**config.mk**
```make
export PLATFORM = sky130hd
export DESIGN_NAME = scbm_top
export DESIGN_NICKNAME = d
export VERILOG_FILES = /design/src/scbm_pkg.sv /design/src/scbm_top.sv /design/src/scbm_sync.sv
export SDC_FILE = /design/constraint.sdc
export NUM_CORES = 1
export LEC_CHECK = 0
export ABC_CLOCK_PERIOD_IN_PS = 3500
export BUFFER_PORTS_ARGS = -buffer_cell sky130_fd_sc_hd__clkbuf_2
export CORE_UTILIZATION = 50
export DETAILED_ROUTE_END_ITERATION = 6
export PLACE_DENSITY = 0.81
export SYNTH_ARGS = -nofsm -noshare
export SYNTH_HDL_FRONTEND = slang
export SYNTH_HIERARCHICAL = 1
export SYNTH_SLANG_ARGS = --single-unit
```
**constraint.sdc**
```tcl
create_clock -name clk -period 3.5 [get_ports clk]
set_input_delay 0.875 -clock clk [delete_from_list [all_inputs] [get_ports clk]]
set_output_delay 0.875 -clock clk [all_outputs]
set_load 0.03 [all_outputs]
```
**src/scbm_pkg.sv**
```systemverilog
// Package: register map, field positions, reset values for supply control block
package scbm_pkg;
	localparam logic [5:0] SCBM_ADDR_REG_CTRL = 6'h10;
	localparam logic [5:0] SCBM_ADDR_MON_CTRL = 6'h11;
	localparam int SCBM_BIT_ANA_EXT = 7;
	localparam int SCBM_BIT_ANA_OK = 6;
	localparam int SCBM_BIT_DIG_EXT = 3;
	localparam int SCBM_BIT_DIG_OK = 2;
	localparam int SCBM_BIT_ABOVE = 5;
	localparam int SCBM_BIT_HIGH_RANGE = 4;
	localparam int SCBM_THR_LSB = 0;
	localparam int SCBM_THR_W = 4;
	localparam logic [7:0] SCBM_REG_CTRL_RST = 8'h00;
	localparam logic [7:0] SCBM_MON_CTRL_RST = 8'h02;
	localparam logic [3:0] SCBM_THR_RST = 4'h2;
	localparam int SCBM_SYNC_STAGES = 2;
	// Threshold steps in millivolts, per range
	localparam int SCBM_HIGH_BASE_MV = 2550;
	localparam int SCBM_HIGH_STEP_MV = 75;
	localparam int SCBM_LOW_BASE_MV = 1700;
	localparam int SCBM_LOW_STEP_MV = 50;
	// Power states of the surrounding transceiver
	typedef enum logic [1:0] {
		SCBM_PWR_ON = 2'b00,
		SCBM_PWR_SLEEP = 2'b01,
		SCBM_PWR_ACTIVE = 2'b10
	} scbm_pwr_e;
endpackage

```
**src/scbm_top.sv**
```systemverilog
// Regulator control and supply monitor register block
`timescale 1ns/10ps
// Operation
// - Bit 7 selects external analog supply
// - Bit 3 selects external digital supply
// - Bit 6 analog settled, forced when external
// - Bit 2 digital settled, forced when external
// - Access only with digital regulator active; not enforced here, reads and writes are accepted in any state
// - Register 0x11 holds four-bit threshold
// - Bit 5 tracks comparator while active, held in power-on and sleep
// - Interrupt only on one-to-zero fall
// - No interrupt if never one
// - Monitor idle in power-on and sleep
// - Threshold resets to low-range 1.8V code
// - Bit 4 selects high threshold range
// - Codes map linearly to threshold voltages
module scbm_top
	import scbm_pkg::*;
(
	input wire logic clk, // Digital clock, 10 MHz
	input wire logic rst_b, // Async reset, active low
	input wire logic [5:0] reg_addr, // Register address
	input wire logic reg_wr, // Write strobe
	input wire logic reg_rd, // Read strobe
	input wire logic [7:0] reg_wdata, // Write data
	output logic [7:0] reg_rdata, // Read data, registered
	input wire scbm_pkg::scbm_pwr_e pwr_state, // Transceiver power state
	input wire logic ana_reg_settled, // Analog regulator settled level
	input wire logic dig_reg_settled, // Digital regulator settled level
	input wire logic cmp_above, // Comparator: supply above threshold
	output logic analog_external_supply_sel, // Analog regulator off
	output logic digital_external_supply_sel, // Digital regulator off
	output logic threshold_high_range, // Comparator range select
	output logic [3:0] threshold_select, // Comparator threshold code
	output logic [11:0] threshold_mv, // Selected threshold in mV
	output logic monitor_enable, // Comparator enable
	output logic low_supply_irq // One-cycle low-supply event
);
	import scbm_pkg::*;

	// Synchronised analog levels
	logic ana_ok_s;
	logic dig_ok_s;
	logic above_s;
	// Decoded write strobes
	logic wr_ctrl;
	logic wr_mon;
	// Regulator control fields
	logic ana_ext_r;
	logic ana_ext_nxt;
	logic dig_ext_r;
	logic dig_ext_nxt;
	// Supply monitor fields
	logic hr_r;
	logic hr_nxt;
	logic [3:0] thr_r;
	logic [3:0] thr_nxt;
	logic [11:0] mv_r;
	logic [11:0] mv_nxt;
	// Monitor status, event and enable
	logic above_r;
	logic above_nxt;
	logic irq_r;
	logic irq_nxt;
	logic mon_en_r;
	logic mon_en_nxt;
	// Read path
	logic [7:0] rdata_r;
	logic [7:0] rdata_nxt;
	logic [7:0] ctrl_view;
	logic [7:0] mon_view;
	logic mon_active;

	// Analog settled level, two-stage synchroniser
	scbm_sync u_sync_ana (
		.clk(clk),
		.rst_b(rst_b),
		.d(ana_reg_settled),
		.q(ana_ok_s)
	);

	// Digital settled level, two-stage synchroniser
	scbm_sync u_sync_dig (
		.clk(clk),
		.rst_b(rst_b),
		.d(dig_reg_settled),
		.q(dig_ok_s)
	);

	// Comparator level; feeds status and edge detection
	scbm_sync u_sync_cmp (
		.clk(clk),
		.rst_b(rst_b),
		.d(cmp_above),
		.q(above_s)
	);

	// Write strobes decoded per register
	assign wr_ctrl = reg_wr && (reg_addr == SCBM_ADDR_REG_CTRL);
	assign wr_mon = reg_wr && (reg_addr == SCBM_ADDR_MON_CTRL);

	// Monitor runs only outside power-on and sleep
	assign mon_active = (pwr_state == SCBM_PWR_ACTIVE);

	// Analog select next value
	always_comb begin
		ana_ext_nxt = ana_ext_r;
		if (wr_ctrl) begin
			ana_ext_nxt = reg_wdata[SCBM_BIT_ANA_EXT];
		end
	end

	// Analog select register
	always_ff @(posedge clk or negedge rst_b) begin
		if (!rst_b) begin
			ana_ext_r <= SCBM_REG_CTRL_RST[SCBM_BIT_ANA_EXT];
		end else begin
			ana_ext_r <= ana_ext_nxt;
		end
	end

	// Digital select next value
	always_comb begin
		dig_ext_nxt = dig_ext_r;
		if (wr_ctrl) begin
			dig_ext_nxt = reg_wdata[SCBM_BIT_DIG_EXT];
		end
	end

	// Digital select register
	always_ff @(posedge clk or negedge rst_b) begin
		if (!rst_b) begin
			dig_ext_r <= SCBM_REG_CTRL_RST[SCBM_BIT_DIG_EXT];
		end else begin
			dig_ext_r <= dig_ext_nxt;
		end
	end

	// Threshold fields, written only through the monitor register
	always_comb begin
		hr_nxt = hr_r;
		thr_nxt = thr_r;
		if (wr_mon) begin
			hr_nxt = reg_wdata[SCBM_BIT_HIGH_RANGE];
			thr_nxt = reg_wdata[SCBM_THR_LSB +: SCBM_THR_W];
		end
	end

	// Threshold registers
	always_ff @(posedge clk or negedge rst_b) begin
		if (!rst_b) begin
			hr_r <= SCBM_MON_CTRL_RST[SCBM_BIT_HIGH_RANGE];
			thr_r <= SCBM_THR_RST;
		end else begin
			hr_r <= hr_nxt;
			thr_r <= thr_nxt;
		end
	end

	// Millivolt value from next fields, so it moves with them
	always_comb begin
		if (hr_nxt) begin
			mv_nxt = 12'(SCBM_HIGH_BASE_MV + SCBM_HIGH_STEP_MV * int'(thr_nxt));
		end else begin
			mv_nxt = 12'(SCBM_LOW_BASE_MV + SCBM_LOW_STEP_MV * int'(thr_nxt));
		end
	end

	// Millivolt register; reset value follows the reset code
	always_ff @(posedge clk or negedge rst_b) begin
		if (!rst_b) begin
			mv_r <= 12'(SCBM_LOW_BASE_MV + SCBM_LOW_STEP_MV * int'(SCBM_THR_RST));
		end else begin
			mv_r <= mv_nxt;
		end
	end

	// Status follows comparator while active, held otherwise
	always_comb begin
		above_nxt = mon_active ? above_s : above_r;
		// Fall of status raises event; a zero start never does
		irq_nxt = mon_active & above_r & ~above_s;
	end

	// Status and event registers
	always_ff @(posedge clk or negedge rst_b) begin
		if (!rst_b) begin
			above_r <= 1'b0;
			irq_r <= 1'b0;
		end else begin
			above_r <= above_nxt;
			irq_r <= irq_nxt;
		end
	end

	// Comparator enable follows the power state
	always_comb begin
		mon_en_nxt = mon_active;
	end

	// Comparator enable register
	always_ff @(posedge clk or negedge rst_b) begin
		if (!rst_b) begin
			mon_en_r <= 1'b0;
		end else begin
			mon_en_r <= mon_en_nxt;
		end
	end

	// Regulator control view; settled bits read live
	always_comb begin
		ctrl_view = 8'h00;
		ctrl_view[SCBM_BIT_ANA_EXT] = ana_ext_r;
		ctrl_view[SCBM_BIT_ANA_OK] = ana_ext_r | ana_ok_s;
		ctrl_view[SCBM_BIT_DIG_EXT] = dig_ext_r;
		ctrl_view[SCBM_BIT_DIG_OK] = dig_ext_r | dig_ok_s;
	end

	// Supply monitor view; reserved bits stay zero
	always_comb begin
		mon_view = 8'h00;
		mon_view[SCBM_BIT_ABOVE] = above_r;
		mon_view[SCBM_BIT_HIGH_RANGE] = hr_r;
		mon_view[SCBM_THR_LSB +: SCBM_THR_W] = thr_r;
	end

	// Read data; held until the next read
	always_comb begin
		rdata_nxt = rdata_r;
		if (reg_rd) begin
			unique case (reg_addr)
				SCBM_ADDR_REG_CTRL: rdata_nxt = ctrl_view;
				SCBM_ADDR_MON_CTRL: rdata_nxt = mon_view;
				default: rdata_nxt = 8'h00;
			endcase
		end
	end

	// Read data register
	always_ff @(posedge clk or negedge rst_b) begin
		if (!rst_b) begin
			rdata_r <= 8'h00;
		end else begin
			rdata_r <= rdata_nxt;
		end
	end

	// Control outputs straight from flip-flops
	assign analog_external_supply_sel = ana_ext_r;
	assign digital_external_supply_sel = dig_ext_r;

	// Monitor outputs straight from flip-flops
	assign threshold_high_range = hr_r;
	assign threshold_select = thr_r;
	assign threshold_mv = mv_r;

	// Status outputs and read data straight from flip-flops
	assign monitor_enable = mon_en_r;
	assign low_supply_irq = irq_r;
	assign reg_rdata = rdata_r;
endmodule // scbm_top

```
**src/scbm_sync.sv**
```systemverilog
// Two flip-flop level synchroniser
`timescale 1ns/10ps
module scbm_sync (
	input wire logic clk, // Clock
	input wire logic rst_b, // Async reset, active low
	input wire logic d, // Asynchronous level
	output logic q // Synchronised level
);
	logic s1_r;
	logic s1_nxt;
	logic q_nxt;

	// Next values: stage one only feeds stage two
	always_comb begin
		s1_nxt = d;
		q_nxt = s1_r;
	end

	// Register stages
	always_ff @(posedge clk or negedge rst_b) begin
		if (!rst_b) begin
			s1_r <= 1'b0;
			q <= 1'b0;
		end else begin
			s1_r <= s1_nxt;
			q <= q_nxt;
		end
	end
endmodule // scbm_sync

```
==> flow_summary.yaml, run 1 <==
outcome:
  status: "complete, but fails checks"
  violations: "negative setup slack"
route:
  via_per_inst: 5.70
  drc: 0
  routed_wirelength_um: 7800
  avgRoutedWirePerCell_um: 17.5
  vias: 2537
  firstDrtPassIters: 4
  drtAntennaViolNets: 0
  first_iter_violations: 154
grt:
  first_global_vias: 2506
  gr-total-overflow: 0
  grt_usage_pct: 29.5
  grt_max_degree: 37
  grt_pass1_wl_um: 11700
  grt_antenna_before_repair: 0
timing:
  rsz0062_at_grt: "true"
  finalHoldViolations: 0
  drv_slew: 0
  slew_headroom_pct: 40.6
  worstMarginPinSlew_ns: 0.891
  fin_ws_ns: -0.250
  timing.final.crit_period_ns: 3.75
  fin_worst_skew_ns: 0.00225
  max_freq_ghz: 0.267
  setup_viol: 5
  post-route-period-util_pct: 107
worst_setup_path:
  crit_fanout: 4
  crit_type: "input port to flip-flop"
  cp-end-kind: "flip-flop"
  startpoint_type: "input port"
  required_ns: 3.69
  worstPathArrival_ns: 3.94
clock_network:
  holdBufCountCts: 0
  clk_path_buf_depth: 2
  cts_sinks: 36
  cts_tree: "done"
  cts_buffers: 5
  cts_root_buf: "clkbuf_8"
  clk-insertion-delay-late_ns: 0.29
  ctsHtreeMaxLevel: 2
  path_clk_slew_ns: 0.07
power:
  netSwitchingPower_mw: 0.792
  pwr-share-comb_pct: 57.5
  internal_power_mw: 1.15
  pwr-share-seq_pct: 27.3
  totalPowerFinal_mw: 1.94
  leakage_nw: 1.78
  clockPowerShare_pct: 15.2
  p_per_area_nw_per_um2: 515
  ir_drop_v: 0.000395
  p_sw_share_pct: 40.8
floorplanning:
  dieHeight_um: 72.8
  start_util_pct: 52.4
  dieArea_um2: 5300
  num_rows: 25
  core_um2: 4790
  io_pins: 52
  die_x_um: 72.8
placed_design:
  dpl.hpwl_um: 5250
  gp_congestion: 0.863
  dp_cells: 421
  portBuffers: 49
logic_synthesis:
  synth_cell_types: 57
  synth_area_leaders: "dfrtp_1 (31%), ha_1 (12%), dfstp_2 (5.2%)"
  async_flop_share_pct: 100
  syn_avg_cell_area_um2: 9.88
  synth_area_um2: 2510
  synth_seq_cells: 36
  synth_edf_count: 0
  yosys_warnings: 6
  synthCells: 254
  synthFlopType: "dfrtp_1"
  yosysTopAreaCellShare_pct: 30.9
  yosysTopAreaCell: "dfrtp_1"
  synth.yosys.seq_area_share_pct: 36.2
  syn_nets: 304
finish:
  area_delta_synth_final_pct: 49.9
  diodes: 0
  instances_no_fill: 445
  post-route-util_pct: 78.6
  fillers: 264
  drive_above_1_share_pct: 52.4
  layout.nets: 427
worst_hold_path:
  hold_path.class: "flip-flop to flip-flop"
run:
  drv_cap: 0
## per-layer routing
metal,global-route usage (%),part of all wire [%]
met5,0,0
met1,32.1,39
met3,3.87,3.6
met4,14.4,3.8
met2,55.8,53
## critical path, stage by stage
cell      delay, ns
buf_6          0.09
or3b_4         0.40
nor2_4         0.20
mux2i_4        0.31
buf_6          0.15
inv_8          0.04
ha_4           0.15
nand2_1        0.09
o21ai_2        0.09
ha_4           0.25
ha_4           0.17
or4_4          0.56
o221ai_4       0.18
a21boi_2       0.09
a311oi_1       0.29
## cells by family after synthesis
logic type | count (synthesis) | synth area share (%)
AND/OR/NAND/NOR | 73 | 16.4
AO/OA/AOI/OAI | 56 | 15.8
flip-flops | 36 | 36.2
buffers and inverters | 31 | 4.99
adder cells (fa/ha/maj) | 28 | 14.5
XOR/XNOR | 15 | 5.79
multiplexers | 15 | 6.38
## per-stage QoR
stage / setup slack (ns) / TNS (ns) / hold WS (ns) / cell area [um2]
2_1_floorplan: -0.466 / -1.79 / 0.331 / 2660
3_3_place_gp: -0.521 / -2.59 / 0.332 / 3380
3_5_place_dp: -0.572 / -3.03 / 0.336 / 3380
4_1_cts: -0.230 / -0.521 / 0.352 / 3650
5_1_grt: -0.362 / -1.54 / 0.358 / 3760
6_report: -0.250 / -0.818 / 0.350 / 3760
## registers in the layout (all words and copies together), names as in the netlist
signal	cells
u_sync_ana/q	1
threshold_mv	12
low_supply_irq	1
u_sync_cmp/q	1
threshold_select	4
digital_external_supply_sel	1
monitor_enable	1
u_sync_dig/q_nxt	1
u_sync_ana/q_nxt	1
above_r	1
analog_external_supply_sel	1
u_sync_dig/q	1
threshold_high_range	1
u_sync_cmp/q_nxt	1
reg_rdata	8
## path summary, 6_finish.rpt
path | start | end | slack, ns | cells past startpoint
worst min register to register | u_sync_cmp/q_nxt | u_sync_cmp/q | 0.35 | 0
worst max-delay path | reg_addr[3] | threshold_mv[11] | -0.25 | 15
worst max register to register | threshold_select[1] | threshold_mv[10] | 0.46 | 12
worst min-delay path | u_sync_cmp/q_nxt | u_sync_cmp/q | 0.35 | 0
min in group asynchronous | rst_b | u_sync_ana/q | 0.69 | 1
max in group asynchronous | rst_b | u_sync_cmp/q_nxt | 2.25 | 1
## Yosys cell counts (2+ instances only)
| cell type | n |
|---|---|
| dfrtp_1 | 31 |
| ha_1 | 25 |
| inv_1 | 24 |
| nand2_1 | 20 |
| nand3_1 | 12 |
| o21ai_0 | 12 |
| xnor2_1 | 11 |
| mux2i_1 | 9 |
| a21oi_1 | 8 |
| nor2_1 | 8 |
| nor3_1 | 7 |
| and2_1 | 5 |
| dfstp_2 | 5 |
| mux2_2 | 5 |
| a21o_1 | 4 |
| and3b_1 | 4 |
| clkbuf_1 | 4 |
| o22ai_1 | 4 |
| nand4_1 | 3 |
| o31ai_1 | 3 |
| xor2_1 | 3 |
| a211oi_1 | 2 |
| a21boi_0 | 2 |
| a311oi_1 | 2 |
| a41o_1 | 2 |
| fa_1 | 2 |
| nor4_1 | 2 |
| o21a_1 | 2 |
| o21ai_1 | 2 |
| o21bai_1 | 2 |
| o221ai_1 | 2 |
| or2_2 | 2 |
## power by group through the flow
stage / Clock (mW) / Combinational (mW) / Sequential, mW
after floorplan: 0 / 0.519 / 0.653
after global placement: 0 / 0.950 / 0.531
after detailed placement: 0 / 0.984 / 0.535
after CTS: 0.294 / 1.05 / 0.528
after global routing: 0.309 / 1.19 / 0.533
final: 0.295 / 1.11 / 0.529
## final cells by class
class	count	area, um2	share of cell area [%]
Clock buffer	5	68.8	1.83
Clock inverter	3	18.8	0.499
Inverter	25	106	2.83
Multi-Input combinational cell	187	1750	46.6
Sequential cell	36	907	24.1
Tap cell	67	83.8	2.23
Timing Repair Buffer	122	825	21.9
## layout by cell type (no fill, tap or decap), drive strengths merged, types with 4 or more instances in the layout
cell type	count
a21o	4
a21oi	8
and2	5
and3b	4
buf	75
clkbuf	52
dfrtp	31
dfstp	5
ha	25
inv	25
mux2	5
mux2i	10
nand2	20
nand3	12
nor2	9
nor3	7
o21ai	14
o22ai	4
o31ai	4
xnor2	11
## timing repair
item / in CTS / in global routing
setup buffers: 8 / 8
gates resized for setup: 30 / 10
pin swaps: 11 / 13
endpoints found under the setup margin: 6 / 7
No activity file was read; power rests on OpenSTA's default activity.
==> run 2: changes to the inputs <==
CORE_ASPECT_RATIO = 0.8   (was default)
GPL_TIMING_DRIVEN = 1   (was default)
==> flow_summary.yaml, run 2 (same netlist as run 1, synthesis figures left out) <==
outcome:
  status: "complete, but fails checks"
  violations: "negative setup slack"
floorplanning:
  dieHeight_um: 65.4
  io_pins: 52
  start_util_pct: 53.3
  die_x_um: 81.2
  dieArea_um2: 5310
  num_rows: 22
  core_um2: 4710
finish:
  fillers: 260
  drive_above_1_share_pct: 50.9
  diodes: 0
  multi_input_area_um2: 1740
  final_common_cell: "buf_4"
  largest_reg_flops: 12
  instances_no_fill: 431
  final_cell_area_um2: 3710
  area_delta_synth_final_pct: 48.0
  sequential_cell_area_um2: 907
  layout.nets: 420
  layout_common_cells: "buf_4 (57), clkbuf_2 (48), dfrtp_1 (31)"
route:
  firstDrtPassIters: 4
  drtAntennaViolNets: 0
  first_iter_violations: 195
  avgRoutedWirePerCell_um: 16.7
  routed_wirelength_um: 7200
  drc: 0
  via_per_inst: 5.62
  vias: 2422
power:
  clockPowerShare_pct: 16.6
  ir_drop_v: 0.000411
  p_per_area_nw_per_um2: 530
  pwr-share-seq_pct: 26.8
  leakage_nw: 1.77
  pwr-share-comb_pct: 56.6
  netSwitchingPower_mw: 0.783
  p_sw_share_pct: 39.8
  internal_power_mw: 1.19
timing:
  rsz0062_at_grt: "true"
  finalHoldViolations: 0
  post-route-period-util_pct: 108
  max_freq_ghz: 0.265
  fin_ws_ns: -0.269
  fin_worst_skew_ns: 0.00566
  timing.final.crit_period_ns: 3.77
  slew_headroom_pct: 41.4
  setup_viol: 6
  drv_slew: 0
  worstMarginPinSlew_ns: 0.878
worst_setup_path:
  required_ns: 3.73
  reg2reg_to: "threshold_mv[10]"
  cp-end-kind: "flip-flop"
  ff2ff_path_depth: 12
  crit_path_end: "threshold_mv[10]"
  worstPathArrival_ns: 4.00
  crit_type: "input port to flip-flop"
  regToRegStartpoint: "threshold_select[2]"
  rrSetupSlack_ns: 0.53
  crit_start: "reg_addr[1]"
  startpoint_type: "input port"
  crit_fanout: 3
grt:
  grt_pass1_wl_um: 11000
  grt_usage_pct: 27.8
  grt_antenna_before_repair: 0
  gr-total-overflow: 0
  first_global_vias: 2315
  grt_max_degree: 37
placed_design:
  portBuffers: 49
  dpl.hpwl_um: 5170
  place_area_um2: 3340
  gp_congestion: 0.874
  dp_cells: 410
clock_network:
  cts_sinks: 36
  clk_path_buf_depth: 2
  path_clk_slew_ns: 0.07
  cts_tree: "done"
  holdBufCountCts: 0
  ctsHtreeMaxLevel: 2
  cts_root_buf: "clkbuf_8"
  cts_buffers: 5
  clk-insertion-delay-late_ns: 0.29
worst_hold_path:
  hold_path.class: "flip-flop to flip-flop"
  hold_path.startpoint: "u_sync_dig/q_nxt"
run:
  drv_cap: 0
==> run 2: power by group through the flow <==
stage	clock network, mW	logic (mW)	registers, mW
global placement	0	0.947	0.531
finish	0.326	1.11	0.527
detailed placement	0	0.978	0.533
floorplan	0	0.519	0.653
CTS	0.332	1.01	0.527
global route	0.353	1.20	0.533
==> run 2: layout make-up <==
type                       count  area share (%)
timing repair buffer         115            21.3
tap                           60            2.02
multi-input combinational    187            46.9
sequential                    36            24.4
inverter                      25            2.66
clock buffer                   8            2.70
==> run 2: worst max-delay path, stage by stage <==
cell and delay, ns:
buf_6 0.09, or3b_4 0.40, nor2_4 0.16, mux2i_4 0.34, buf_6 0.14, buf_6 0.10, ha_4 0.13, ha_4 0.20
fa_2 0.36, a211oi_2 0.25, o21ba_2 0.19, o21ai_2 0.06, maj3_2 0.30, mux2i_1 0.18, o221a_2 0.21
==> run 2: worst min-delay path by stage <==
stage	endpoint	slack [ns]	cells past startpoint
after global placement	u_sync_dig/q	0.33	0
final	u_sync_dig/q	0.35	0
after detailed placement	u_sync_dig/q	0.34	0
after global routing	u_sync_dig/q	0.36	0
after CTS	u_sync_dig/q	0.35	0
after floorplan	u_sync_ana/q	0.33	0
==> run 2: metal layers <==
| metal | vias up | GRT usage (%) | routed length, um |
|---|---|---|---|
| met1 | 1170 | 37.8 | 3140 |
| met3 | 10 | 4.86 | 496 |
| li1 | 1146 | - | - |
| met4 | 0 | 5.58 | 89 |
| met2 | 96 | 46.2 | 3470 |
| met5 | - | 0 | 0 |
==> run 2: what timing repair did <==
action | CTS | global route
cloned | 0 | 0
endpoints found under the setup margin | 5 | 7
endpoints found under the hold margin | 0 | 0
setup buffers | 4 | 9
pin swaps | 8 | 15
gates resized for setup | 10 | 27
==> run 2: per-stage QoR <==
step | worst slack, ns | hold WS [ns] | setup TNS [ns] | power, mW | util [%]
after detailed placement | -0.574 | 0.336 | -2.96 | 1.51 | 70.9
after floorplan | -0.466 | 0.331 | -1.79 | 1.17 | -
final | -0.269 | 0.350 | -0.840 | 1.97 | 78.9
after global routing | -0.395 | 0.360 | -1.60 | 2.09 | 78.9
after CTS | -0.252 | 0.351 | -0.663 | 1.87 | 74.5
after global placement | -0.521 | 0.331 | -2.59 | 1.48 | 70.9
==> run 3: changes to the inputs <==
CORE_ASPECT_RATIO = 0.75   (was 0.8)
SKIP_CTS_REPAIR_TIMING = 1   (was default)
==> flow_summary.yaml, run 3 (same netlist as run 1, synthesis figures left out) <==
clock_network:
  cts_sinks: 36
  cts_tree: "done"
  clk-insertion-delay-late_ns: 0.29
  path_clk_slew_ns: 0.08
  cts_buffers: 5
  ctsHtreeMaxLevel: 2
  clk_path_buf_depth: 2
  cts_root_buf: "clkbuf_8"
grt:
  grt_max_degree: 37
  gr-total-overflow: 0
  grt_pass1_wl_um: 11100
  grt_usage_pct: 27.6
  grt_antenna_before_repair: 0
  first_global_vias: 2320
finish:
  drive_above_1_share_pct: 50.3
  instances_no_fill: 423
  diodes: 0
  layout.nets: 415
  area_delta_synth_final_pct: 47.8
  largest_reg_flops: 12
  final_common_cell: "buf_4"
  layout_common_cells: "buf_4 (56), clkbuf_2 (48), dfrtp_1 (31)"
route:
  vias: 2417
  drtAntennaViolNets: 0
  avgRoutedWirePerCell_um: 18.3
  routed_wirelength_um: 7730
  via_per_inst: 5.71
  drc: 0
  first_iter_violations: 150
  firstDrtPassIters: 4
power:
  netSwitchingPower_mw: 0.818
  p_sw_share_pct: 40.0
  leakage_nw: 1.73
  internal_power_mw: 1.22
  ir_drop_v: 0.000427
  totalPowerFinal_mw: 2.04
  clockPowerShare_pct: 18.5
  pwr-share-seq_pct: 25.9
  p_per_area_nw_per_um2: 551
  pwr-share-comb_pct: 55.6
worst_setup_path:
  worstPathArrival_ns: 4.08
  reg2reg_to: "threshold_mv[10]"
  crit_fanout: 5
  rrSetupSlack_ns: 0.51
  required_ns: 3.74
  ff2ff_path_depth: 12
  startpoint_type: "input port"
  cp-end-kind: "flip-flop"
  crit_type: "input port to flip-flop"
  regToRegStartpoint: "threshold_select[0]"
floorplanning:
  io_pins: 52
  num_rows: 21
  dieHeight_um: 63.3
  core_um2: 4620
  die_x_um: 83.8
  start_util_pct: 54.2
  dieArea_um2: 5310
timing:
  slew_headroom_pct: 41.8
  drv_slew: 0
  timing.final.crit_period_ns: 3.83
  setup_viol: 6
  post-route-period-util_pct: 109
  worstMarginPinSlew_ns: 0.874
  fin_worst_skew_ns: 0.00958
  fin_ws_ns: -0.331
  fin_tns_setup_ns: -1.09
  finalHoldViolations: 0
  rsz0062_at_grt: "true"
  max_freq_ghz: 0.261
outcome:
  status: "complete, but fails checks"
  violations: "negative setup slack"
worst_hold_path:
  hold_path.class: "flip-flop to flip-flop"
  whs_endpoint: "u_sync_ana/q"
  hold_path.startpoint: "u_sync_ana/q_nxt"
  hold_path_depth: 0
placed_design:
  dp_cells: 408
  portBuffers: 49
  dpl.hpwl_um: 5380
  gp_congestion: 0.889
run:
  drv_cap: 0
run 3: worst max-delay path, stage by stage:
cell      delay (ns)
buf_6           0.09
or3b_4          0.40
nor2_4          0.24
mux2i_4         0.41
buf_4           0.19
ha_4            0.13
ha_4            0.20
fa_2            0.41
a211oi_4        0.24
o21ba_4         0.18
o21ai_2         0.05
maj3_2          0.30
mux2i_1         0.16
o221a_2         0.19
run 3: routing by layer:
| layer | global-route usage, % | part of all wire [%] |
|---|---|---|
| met1 | 37.6 | 44 |
| met2 | 44.3 | 49 |
| met3 | 5.64 | 5.1 |
| met4 | 8.90 | 1.6 |
| met5 | 0 | 0 |
run 3: worst max-delay path by stage:
stage	start	endpoint	slack [ns]	cells past startpoint
floorplan	reg_addr[3]	threshold_mv[10]	-0.47	14
global placement	reg_addr[3]	threshold_mv[10]	-0.57	14
detailed placement	reg_addr[3]	threshold_mv[10]	-0.63	14
CTS	reg_addr[3]	threshold_mv[9]	-0.35	13
global route	reg_addr[3]	threshold_mv[10]	-0.40	14
finish	reg_addr[3]	threshold_mv[10]	-0.33	14
run 3: stage by stage:
step	utilization, %	worst slack (ns)	instance area (um2)	hold WS, ns
floorplan	-	-0.466	2660	0.331
global placement	72.3	-0.567	3340	0.335
detailed placement	72.3	-0.632	3340	0.335
CTS	74.7	-0.347	3450	0.351
global route	80.2	-0.402	3710	0.369
finish	80.2	-0.331	3710	0.350
run 3: area by class of cell:
class	instances	area, um2
well taps	57	71.3
clock buffers	5	68.8
multi-input cells	187	1790
flip-flops and latches	36	907
repair buffers	110	728
fillers	288	917
clock inverters	3	42.5
inverters	25	98.8
run 3: power by group through the flow:
stage               Clock (mW)  Sequential, mW  Combinational, mW
global route             0.405           0.535               1.22
floorplan                    0           0.653              0.519
finish                   0.378           0.529               1.13
global placement             0           0.534              0.942
detailed placement           0           0.536              0.975
CTS                      0.384           0.529              0.985
